--- src/core/gpio_pkg.sv ---
// Shared constants for the general purpose I/O port
package gpio_pkg;

  // Port geometry
  localparam int NUM_PINS = 8; // Pins of one port
  localparam int NUM_VECT = 7; // External interrupt vectors
  localparam int ADDR_W = 3; // Register address width
  localparam int DATA_W = 8; // Register data width

  // Register offsets
  localparam logic [2:0] ADDR_VALUE = 3'h0; // port_pin_value
  localparam logic [2:0] ADDR_DIR = 3'h1; // port_pin_direction
  localparam logic [2:0] ADDR_OPT = 3'h2; // port_pin_option
  localparam logic [2:0] ADDR_EDGE = 3'h3; // ext_irq_edge_control
  localparam logic [2:0] ADDR_PEND = 3'h4; // Pending requests, read only

  // Reset values
  localparam logic [7:0] RST_VALUE = 8'hFF; // Output latch
  localparam logic [7:0] RST_DIR = 8'h00; // All pins input
  localparam logic [7:0] RST_OPT = 8'h00; // Floating, no interrupt
  localparam logic [6:0] RST_EDGE = 7'h00; // All vectors falling edge
  localparam logic [6:0] RST_SRC = 7'h7F; // Idle level of vector sources
  localparam logic [7:0] RST_ZERO8 = 8'h00; // Cleared byte
  localparam logic [6:0] RST_ZERO7 = 7'h00; // Cleared vector set

  // Edge select field: one bit per vector, 0 falling, 1 rising
  localparam logic EDGE_FALL = 1'b0;
  localparam logic EDGE_RISE = 1'b1;

  // Pins that may act as interrupt inputs
  localparam logic [7:0] IRQ_CAPABLE = 8'hFF;

  // Pins tied to each vector; pins 6 and 7 share the last vector
  localparam logic [6:0][7:0] VEC_PIN_MASK = {
    8'hC0, 8'h20, 8'h10, 8'h08, 8'h04, 8'h02, 8'h01
  };

endpackage : gpio_pkg

--- src/core/gpio_irq_if.sv ---
// Bundle between the port core and its interrupt edge unit
interface gpio_irq_if;
  logic [6:0] src; // Combined level per vector
  logic [6:0] rise_sel; // Edge select per vector
  logic [6:0] clear; // Clear pulse per vector
  logic [6:0] fire; // Qualifying edge seen this cycle
  logic [6:0] pending; // Request latches

  // Port core side
  modport core (
    output src,
    output rise_sel,
    output clear,
    input fire,
    input pending
  );

  // Edge unit side
  modport edge_side (
    input src,
    input rise_sel,
    input clear,
    output fire,
    output pending
  );
endinterface : gpio_irq_if

--- src/core/gpio_irq_edge.sv ---
// Edge detectors and request latches for the external interrupt vectors
module gpio_irq_edge (
  input wire logic clk,
  input wire logic reset_n,
  gpio_irq_if.edge_side irq
);

  logic [6:0] prev_src; // Source level one cycle ago
  logic [6:0] rise_edge; // Low to high seen
  logic [6:0] fall_edge; // High to low seen
  logic [6:0] next_pending;

  // Each vector picks its own edge independently
  assign rise_edge = irq.src & ~prev_src;
  assign fall_edge = ~irq.src & prev_src;
  assign irq.fire = (rise_edge & irq.rise_sel)
    | (fall_edge & ~irq.rise_sel);

  // A new edge wins over a clear in the same cycle
  assign next_pending = irq.fire | (irq.pending & ~irq.clear);

  // Previous level, idle high so reset makes no edge
  always_ff @(posedge clk or negedge reset_n) begin
    if (!reset_n) begin
      prev_src <= gpio_pkg::RST_SRC;
    end else begin
      prev_src <= irq.src;
    end
  end

  // Request latches
  always_ff @(posedge clk or negedge reset_n) begin
    if (!reset_n) begin
      irq.pending <= gpio_pkg::RST_ZERO7;
    end else begin
      irq.pending <= next_pending;
    end
  end
endmodule // gpio_irq_edge

--- src/core/gpio_port.sv ---
// General purpose I/O port: registers, pin drivers, external interrupts
// Function
// - Input pin reads back its pin level
// - Writes to input pin touch latch only
// - Output pin drives its latch value
// - Output pin reads back the latch
// - Option bit selects floating or pull-up input
// - Option bit selects push-pull or open-drain output
// - Latch zero drives low; one high or released
// - Eight pins, bit x controls pin x
// - Option on input enables interrupt input
// - Each vector has own edge sensitivity
// - Seven vectors, pins may share one
// - Shared pins combine; low pin masks others
// - Vector fetch clears its pending request
// - Changing edge sensitivity clears all pending
// - Peripheral output overrides direction and option
// - Peripheral-driven pin reads back pin state
// - Direction/option pairs encode four pin modes
// - Request reaches CPU only when unmasked
module gpio_port (
  input wire logic CLK,
  input wire logic RESET_N,
  input wire logic [2:0] ADDR,
  input wire logic [7:0] WR_DATA,
  input wire logic WR_EN,
  input wire logic RD_EN,
  output logic [7:0] RD_DATA,
  input wire logic [7:0] PIN_IN,
  output logic [7:0] PIN_OUT,
  output logic [7:0] PIN_OE,
  output logic [7:0] PIN_PULLUP,
  input wire logic [7:0] ALT_OE,
  input wire logic [7:0] ALT_OUT,
  output logic [7:0] ALT_IN,
  input wire logic [6:0] IRQ_ACK,
  input wire logic CPU_IMASK,
  output logic [6:0] IRQ_REQ
);

  // Software visible state
  logic [7:0] data_latch; // Output latch, port_pin_value
  logic [7:0] dir; // port_pin_direction, 1 = output
  logic [7:0] option; // port_pin_option
  logic [6:0] edge_ctl; // ext_irq_edge_control

  // Pin synchroniser; only the second stage is read
  logic [7:0] pin_meta;
  logic [7:0] pin_sync;

  // Register decode
  logic sel_value;
  logic sel_dir;
  logic sel_opt;
  logic sel_edge;
  logic sel_pend;
  logic wr_value;
  logic wr_dir;
  logic wr_opt;
  logic wr_edge;
  logic edge_change; // Write that alters the sensitivity

  // Pin mode terms
  logic [7:0] out_mode; // Pins driven from the latch
  logic [7:0] irq_en; // Pins acting as interrupt inputs
  logic [7:0] read_value; // What a data read returns
  logic [7:0] next_oe;
  logic [7:0] next_out;
  logic [7:0] next_pullup;
  logic [7:0] next_rd_data;
  logic [6:0] next_irq_req;

  // Edge unit bundle
  gpio_irq_if irq ();

  // Address decode, one strobe per register
  assign sel_value = (ADDR == gpio_pkg::ADDR_VALUE);
  assign sel_dir = (ADDR == gpio_pkg::ADDR_DIR);
  assign sel_opt = (ADDR == gpio_pkg::ADDR_OPT);
  assign sel_edge = (ADDR == gpio_pkg::ADDR_EDGE);
  assign sel_pend = (ADDR == gpio_pkg::ADDR_PEND);
  assign wr_value = WR_EN && sel_value;
  assign wr_dir = WR_EN && sel_dir;
  assign wr_opt = WR_EN && sel_opt;
  assign wr_edge = WR_EN && sel_edge;

  // Only a real change of sensitivity flushes requests
  assign edge_change = wr_edge && (WR_DATA[6:0] != edge_ctl);

  // Peripheral output takes the pin out of latch-driven output mode
  assign out_mode = dir & ~ALT_OE;

  // Limitation: arming a pin that is already low makes a falling edge
  // on its vector; arm with the pin high, or flush by a write that changes
  // the sensitivity afterwards
  // Interrupt input: input mode with option set
  // Outputs and plain inputs are excluded here
  assign irq_en = ~dir & ~ALT_OE & option & gpio_pkg::IRQ_CAPABLE;

  // Latch for own outputs, pin level otherwise
  assign read_value = (data_latch & out_mode) | (pin_sync & ~out_mode);

  // Enable: peripheral, push-pull, or open-drain pulling low
  assign next_oe = ALT_OE | (out_mode & (option | ~data_latch));

  // Level: open-drain only ever drives low
  assign next_out = (ALT_OE & ALT_OUT) | (out_mode & option & data_latch);

  // Pull-up only for inputs with option set
  assign next_pullup = ~dir & ~ALT_OE & option;

  // Read multiplexer; unmapped addresses answer zero
  assign next_rd_data = sel_value ? read_value :
    sel_dir ? dir :
    sel_opt ? option :
    sel_edge ? {1'b0, edge_ctl} :
    sel_pend ? {1'b0, irq.pending} :
    gpio_pkg::RST_ZERO8;

  // Request is passed on only while the CPU mask is clear
  assign next_irq_req = CPU_IMASK ? gpio_pkg::RST_ZERO7 : irq.pending;

  // Combine the enabled pins of each vector by AND
  // A disabled pin reads as high so it cannot make an edge
  genvar v;
  generate
    for (v = 0; v < gpio_pkg::NUM_VECT; v++) begin : g_vec
      assign irq.src[v] =
        &(pin_sync | ~(irq_en & gpio_pkg::VEC_PIN_MASK[v]));
    end
  endgenerate

  // Edge select straight from the control register
  assign irq.rise_sel = edge_ctl;

  // Fetch clears one vector, a sensitivity change clears all
  assign irq.clear = IRQ_ACK | {7{edge_change}};

  // Edge detectors and request latches
  gpio_irq_edge u_edge (
    .clk (CLK),
    .reset_n (RESET_N),
    .irq (irq.edge_side)
  );

  // Two-stage synchroniser for asynchronous pin levels
  always_ff @(posedge CLK or negedge RESET_N) begin
    if (!RESET_N) begin
      pin_meta <= gpio_pkg::RST_ZERO8;
      pin_sync <= gpio_pkg::RST_ZERO8;
    end else begin
      pin_meta <= PIN_IN;
      pin_sync <= pin_meta;
    end
  end

  // Output latch; written in any mode, pin follows only as output
  always_ff @(posedge CLK or negedge RESET_N) begin
    if (!RESET_N) begin
      data_latch <= gpio_pkg::RST_VALUE;
    end else if (wr_value) begin
      data_latch <= WR_DATA;
    end
  end

  // Direction register
  always_ff @(posedge CLK or negedge RESET_N) begin
    if (!RESET_N) begin
      dir <= gpio_pkg::RST_DIR;
    end else if (wr_dir) begin
      dir <= WR_DATA;
    end
  end

  // Option register
  always_ff @(posedge CLK or negedge RESET_N) begin
    if (!RESET_N) begin
      option <= gpio_pkg::RST_OPT;
    end else if (wr_opt) begin
      option <= WR_DATA;
    end
  end

  // Edge sensitivity register
  always_ff @(posedge CLK or negedge RESET_N) begin
    if (!RESET_N) begin
      edge_ctl <= gpio_pkg::RST_EDGE;
    end else if (wr_edge) begin
      edge_ctl <= WR_DATA[6:0];
    end
  end

  // Pin drivers, registered so pins never glitch on decode
  always_ff @(posedge CLK or negedge RESET_N) begin
    if (!RESET_N) begin
      PIN_OE <= gpio_pkg::RST_ZERO8;
      PIN_OUT <= gpio_pkg::RST_ZERO8;
      PIN_PULLUP <= gpio_pkg::RST_ZERO8;
    end else begin
      PIN_OE <= next_oe;
      PIN_OUT <= next_out;
      PIN_PULLUP <= next_pullup;
    end
  end

  // Pin level towards the peripherals
  always_ff @(posedge CLK or negedge RESET_N) begin
    if (!RESET_N) begin
      ALT_IN <= gpio_pkg::RST_ZERO8;
    end else begin
      ALT_IN <= pin_sync;
    end
  end

  // Read data stands one cycle, zero otherwise
  // Returning zero between reads keeps a stale answer from being
  // mistaken for a fresh one
  always_ff @(posedge CLK or negedge RESET_N) begin
    if (!RESET_N) begin
      RD_DATA <= gpio_pkg::RST_ZERO8;
    end else if (RD_EN) begin
      RD_DATA <= next_rd_data;
    end else begin
      RD_DATA <= gpio_pkg::RST_ZERO8;
    end
  end

  // Requests towards the interrupt controller
  always_ff @(posedge CLK or negedge RESET_N) begin
    if (!RESET_N) begin
      IRQ_REQ <= gpio_pkg::RST_ZERO7;
    end else begin
      IRQ_REQ <= next_irq_req;
    end
  end
endmodule // gpio_port

--- config.mk ---
export PLATFORM = sky130hd
export DESIGN_NAME = gpio_port
export DESIGN_NICKNAME = d
export VERILOG_FILES = /design/src/core/gpio_pkg.sv /design/src/core/gpio_irq_if.sv /design/src/core/gpio_irq_edge.sv /design/src/core/gpio_port.sv
export SDC_FILE = /design/constraint.sdc
export NUM_CORES = 1
export LEC_CHECK = 0
export ABC_AREA = 1
export ABC_CLOCK_PERIOD_IN_PS = 1500
export BUFFER_PORTS_ARGS = -buffer_cell sky130_fd_sc_hd__clkbuf_2
export CORE_UTILIZATION = 54
export DETAILED_ROUTE_END_ITERATION = 10
export PLACE_DENSITY = 0.76
export SLEW_MARGIN = 15
export SYNTH_ARGS = -nofsm -noshare
export SYNTH_HDL_FRONTEND = slang
export SYNTH_SLANG_ARGS = --single-unit
--- constraint.sdc ---
create_clock -name CLK -period 1.5 [get_ports CLK]
set_clock_uncertainty 0.1 [all_clocks]
set_input_delay 0.3 -clock CLK [delete_from_list [all_inputs] [get_ports CLK]]
set_output_delay 0.3 -clock CLK [all_outputs]
set_load 0.005 [all_outputs]
After elaboration in Yosys (flattened, before gate mapping):

Cells that the tools add are included.

* output and inout bits: 47
* input bits: 47
* flip-flop bits (word level): 108
* word-level logic and storage cells: 82

* reductions and logical operators: 13
* bitwise operators: 43
* multiplexer cells: 7
* equal/unequal tests: 5

Operator list (count)
* bitwise OR 8 bit: 11
* bitwise AND 8 bit: 9
* AND reduction 8 bit: 7
* NOT 8 bit: 5
* bitwise AND 7 bit: 5
* 2-to-1 mux 8 bit: 4
* NOT 7 bit: 4
* 2-to-1 mux 7 bit: 3
* bitwise OR 7 bit: 3
* NOT 1 -> 8 bit: 1
* NOT 2 -> 8 bit: 1
* NOT 3 -> 8 bit: 1
* NOT 4 -> 8 bit: 1
* NOT 5 -> 8 bit: 1
* NOT 6 -> 8 bit: 1
* != test 7 bit: 1
* == test 3 x 2 -> 1 bit, second input constant: 2
* logical AND 1 bit: 5
* == test 3 x 1 -> 1 bit, second input constant: 1
* == test 3 bit, second input constant: 1
* logical NOT 3 bit: 1

Longest topological paths before layout:

* word-level depth: 11
* depth in mapped cells: 9
* gate-level depth less buffers: 9

By module:

Synthesis repeated with hierarchy kept, for this count alone.

* cell total of the unflattened synthesis: 495
* area total of the unflattened synthesis: 4475.5 µm²

Modules (own cells, without submodules)
* gpio_port: times used 1, area an instance 3853.7 µm², cells each 418, seq. area each 2362.3 µm²
* gpio_irq_edge: times used 1, area an instance 621.8 µm², cells each 77, seq. area each 359.1 µm²

Worst setup path before layout:

No wires, ideal clock.

* path type: input to register
* from: input port ADDR[2]
* to: register dir[6]
* path buffers: 1
* data arrival time: 0.990 ns
* library setup time: 0.119 ns
* stages: 5
* setup slack: 0.291 ns
* required time: 1.281 ns
* cells stage by stage: nor3_4 > nand2_4 > buf_6 > nand2_2 > o21ai_2

* longest elaborated chain between the ends: 2

Ends and longest elaborated chain
* start: declaration: RTL line gpio_port.sv:24 `input wire logic [2:0] ADDR,`
* == test 3 x 1 -> 1 bit: RTL line gpio_port.sv:78 `assign sel_dir = (ADDR == gpio_pkg::ADDR_DIR);`
* logical AND 1 bit: RTL line gpio_port.sv:83 `assign wr_dir = WR_EN && sel_dir;`
* end signal: assignment: RTL line gpio_port.sv:169 `dir <= gpio_pkg::RST_DIR;`
* end: declaration: RTL line gpio_port.sv:43 `logic [7:0] dir;`

Every way passes these cells.
A chain may end at the register's enable or synchronous reset.

Final worst setup path:

* from: register edge_ctl[3]
* to: register u_edge.irq.pending[0]

* longest elaborated chain between the ends: 6

Ends and longest elaborated chain
* start: declaration: RTL line gpio_port.sv:45 `logic [6:0] edge_ctl;`
* start signal: assignment: RTL line gpio_port.sv:187 `edge_ctl <= gpio_pkg::RST_EDGE;`
* start signal: assignment: RTL line gpio_port.sv:189 `edge_ctl <= WR_DATA[6:0];`
* != test 7 bit: RTL line gpio_port.sv:88 `assign edge_change = wr_edge && (WR_DATA[6:0] != edge_ctl);`
* logical AND 1 bit: RTL line gpio_port.sv:88
* bitwise OR 7 bit: RTL line gpio_port.sv:137 `assign irq.clear = IRQ_ACK | {7{edge_change}};`
* NOT 7 bit: RTL line gpio_irq_edge.sv:20 `assign next_pending = irq.fire | (irq.pending & ~irq.clear);`
* bitwise AND 7 bit: RTL line gpio_irq_edge.sv:20
* bitwise OR 7 bit: RTL line gpio_irq_edge.sv:20
* via u_edge.next_pending[0]: RTL line gpio_irq_edge.sv:11 `logic [6:0] next_pending;`
* end signal: assignment: RTL line gpio_irq_edge.sv:34 `irq.pending <= gpio_pkg::RST_ZERO7;`
* end signal: assignment: RTL line gpio_irq_edge.sv:36 `irq.pending <= next_pending;`
* end: declaration: RTL line gpio_irq_if.sv:24 `output pending`

The timed path passes the listed nets, and every way through them passes these cells.

==> metrics.md <==
| Metric | Value |
|---|---|
| Status | complete, no violations |
| Synth Area in XOR/XNOR | 0.813% |
| CP Data Arrival Time | 1580 ps |
| Mux contribution to synthesized area | 0% |
| Switching share of power | 27.2% |
| CP cell instances | inv_1 -> nand2_1 -> nand2_1 -> nand2_1 -> nor2_1 -> nand2_1 -> nand2_2 -> nand2_1 -> nand2_1 |
| Total gr overflow | 0 |
| GRT Total Usage | 23.8% |
| Die footprint | 8340 µm² |
| Vias/cell | 5.01 |
| Path depth of the worst reg2reg path | 9 |
| Post-Place Cells | 660 |
| Synth Area in Simple Gates | 19.1% |
| Slowest cell delay on critical path | 410 ps |
| Non-filler cells, final | 684 |
| Leakage power | 0.00277 µW |
| Wire per inst | 13.5 µm |
| Largest net degree at the start of global routing | 49 |
| Main synth FF type | dfrtp_1 |
| DP Worst Slack | 31.3 ps |
| Avg Cell Area, Syn | 9.47 µm² |
| Final WS setup | 118 ps |
| FP Rows | 32 |
| RePlAce Congestion | 0.856 |
| Syn nets | 502 |
| Worst setup path class | reg -> reg |
| First-pass detailed-route iteration total | 5 |
| Largest family of logic cells by synthesized area | simple AND/OR/NAND/NOR gates |
| Htree depth | 3 |
| Final WL | 9220 µm |
| Sequential area share after synthesis | 63.2% |
| Switching power of the nets | 1670 µW |
| Clock latency on the worst-skew pair | 360 ps |
| P_int | 4480 µW |
| Max Freq | 723 MHz |
| CTS tree | yes |
| Initial antenna violation count | 0 |
| Final Cycle Share | 92.2% |
| Final setup violation count | 0 |
| Largest fanout on the critical path | 7 |
| Flops & latches, synth | 108 |
| Async set-or-reset flop fraction in the synthesized netlist | 100% |
| Share of cells above drive strength 1 | 27.8% |
| First-pass GRT wire length | 14900 µm |
| Logic pwr share | 15.6% |
| EDFF count, synth | 0 |
| Hold Path Class | in -> reg |
| Clock Pin Slew Worst Setup and Hold Paths | 90 ps |
| Core Area | 7730 µm² |
| CTS Buffer Depth | 2 |
| HPWL after detailed placement | 6590 µm |
| Yosys cell types | 25 |
| WHS Path Cells | 2 |
| Slew headroom | 75.5% |
| Final Max Slew Viols | 0 |
| Mapped Cells | 455 |
| Max capacitance violation total | 0 |
| Seq pwr share | 56.5% |
| Startpoint Class | register |
| Worst-Margin Slew | 366 ps |
| Setup tns final | 0 ps |
| TritonCTS Buffers | 9 |
| Min cycle time layout | 1380 ps |
| Final hold viol count | 0 |
| Post-layout util | 68.5% |
| Vias in the first global route | 3252 |
| Vias after detailed routing | 3429 |
| Yosys warns | 0 |
| Most used cell, CP | nand2_1 |
| Worst vdd ir | 0.538 mV |
| Root buf cell | clkbuf_8 |
| Worst setup EP type | register |
| Slowest-stage cell, CP | dfrtp_1 |
| CP required | 1700 ps |
| DRT antenna net count | 0 |
| PD cells | 1160 nW/µm² |
| Die X | 91.3 µm |
| DRC errors left | 0 |
| Synth Area in Adders | 0% |
| Synthesized cell area | 4310 µm² |
| Initial core utilization | 55.7% |
| Compound-Gate Fraction of Synth Area | 10.5% |
| I/O Buffers | 93 |
| Area Overhead vs Synth | 22.8% |
| Io pins | 94 |
| Die Ht | 91.3 µm |
| Ant. Diodes | 0 |
| Iter 0 DRT Violations | 141 |
| RSZ-0062 raised after global routing | no |
| # nets final | 625 |
| Sinks on Clock Net | 108 |
| Clk pwr share | 27.9% |
## per-layer routing
metal	global-route usage (%)	vias up	part of all wire [%]
li1	-	1670	-
met1	30.5	1614	44
met2	38.9	119	49
met3	3.85	26	4.9
met4	13.1	0	2.9
met5	0	-	0
## worst paths after layout
check,from,to,slack [ps]
max reg2reg,edge_ctl[3],u_edge.irq.pending[0],120
max,edge_ctl[3],u_edge.irq.pending[0],120
min in group asynchronous,RESET_N,edge_ctl[0],250
min reg2reg,pin_meta[3],pin_sync[3],260
min,ALT_OE[7],PIN_PULLUP[7],30
max in group asynchronous,RESET_N,u_edge.prev_src[1],470
## power groups by stage
stage          Combinational, µW  Clock (µW)  Sequential [µW]
2_1_floorplan                531           0             3490
3_3_place_gp                 912           0             3510
3_5_place_dp                 943           0             3530
4_1_cts                      971        1760             3470
5_1_grt                     1100        1880             3520
6_report                     962        1720             3470
## cells in the mapped netlist (2+ instances only)
cell / instances / area, µm²
a21oi_1: 15 / 75.1
buf_2: 3 / 15.0
buf_6: 2 / 22.5
dfrtp_1: 93 / 2330
dfstp_2: 15 / 394
inv_1: 57 / 214
inv_2: 4 / 15.0
nand2_1: 128 / 480
nand2_2: 4 / 25.0
nand2_4: 2 / 22.5
nand3_1: 6 / 30.0
nand3b_1: 7 / 52.6
nor2_1: 36 / 135
nor2_4: 2 / 22.5
nor3_1: 4 / 20.0
nor3_4: 2 / 32.5
o21ai_0: 34 / 170
o21ai_1: 25 / 125
o21ai_2: 8 / 70.1
xnor2_1: 3 / 26.3
## sequential cells by signal, indices dropped and copies added (netlist names)
register,count
PIN_OE,8
edge_ctl,7
ALT_IN,8
u_edge.irq.pending,7
pin_meta,8
PIN_OUT,8
PIN_PULLUP,8
IRQ_REQ,7
RD_DATA,8
pin_sync,8
u_edge.prev_src,7
data_latch,8
option,8
dir,8
## kinds of logic (layout without fill, tap and decap cells)
family,count (synthesis),in the layout
compound gates,84,84
xor+xnor,4,4
buf+inv,68,195
flops,108,108
simple gates,191,191
## final cells by class
class / instances / area, µm²
multi-input combinational: 279 / 1310
clock buffer: 11 / 141
fill: 621 / 2440
tap: 102 / 128
timing repair buffer: 118 / 703
clock inverter: 4 / 50.0
sequential: 108 / 2720
inverter: 62 / 235
## metrics by stage
stage          hold slack [ps]  instance area, µm²  power, µW
2_1_floorplan            -95.6                4310       4030
3_3_place_gp              94.1                5010       4430
3_5_place_dp              91.2                5010       4470
4_1_cts                   19.7                5290       6200
5_1_grt                   24.3                5290       6500
6_report                  32.4                5290       6150
## placed cells by master (no fill, tap or decap), drive strengths merged
cell	n
dfrtp	93
xor2	1
nor2	38
nand3b	7
inv	62
nor3	6
o211ai	1
clkinvlp	2
dfstp	15
clkinv	1
dlygate4sd3	9
a31oi	1
clkbuf	103
a21oi	15
bufinv	1
o21ai	67
nand2	134
nand3	6
xnor2	3
buf	17
## repair_timing
item | in CTS | in global routing
buffers inserted | 0 | 0
endpoints found under the hold margin | 25 | 0
resized for setup | 0 | 1
endpoints found under the setup margin | 0 | 7
hold buffers | 9 | 0
## worst max-delay path, delay by kind of cell, from the launching register on
| kind | cells | cell delay, ps |
|---|---|---|
| flip-flops | 1 | 410 |
| AND/OR/NAND/NOR | 8 | 710 |
| buffers and inverters | 1 | 90 |
Note: power is estimated with default switching activity, not from simulation.
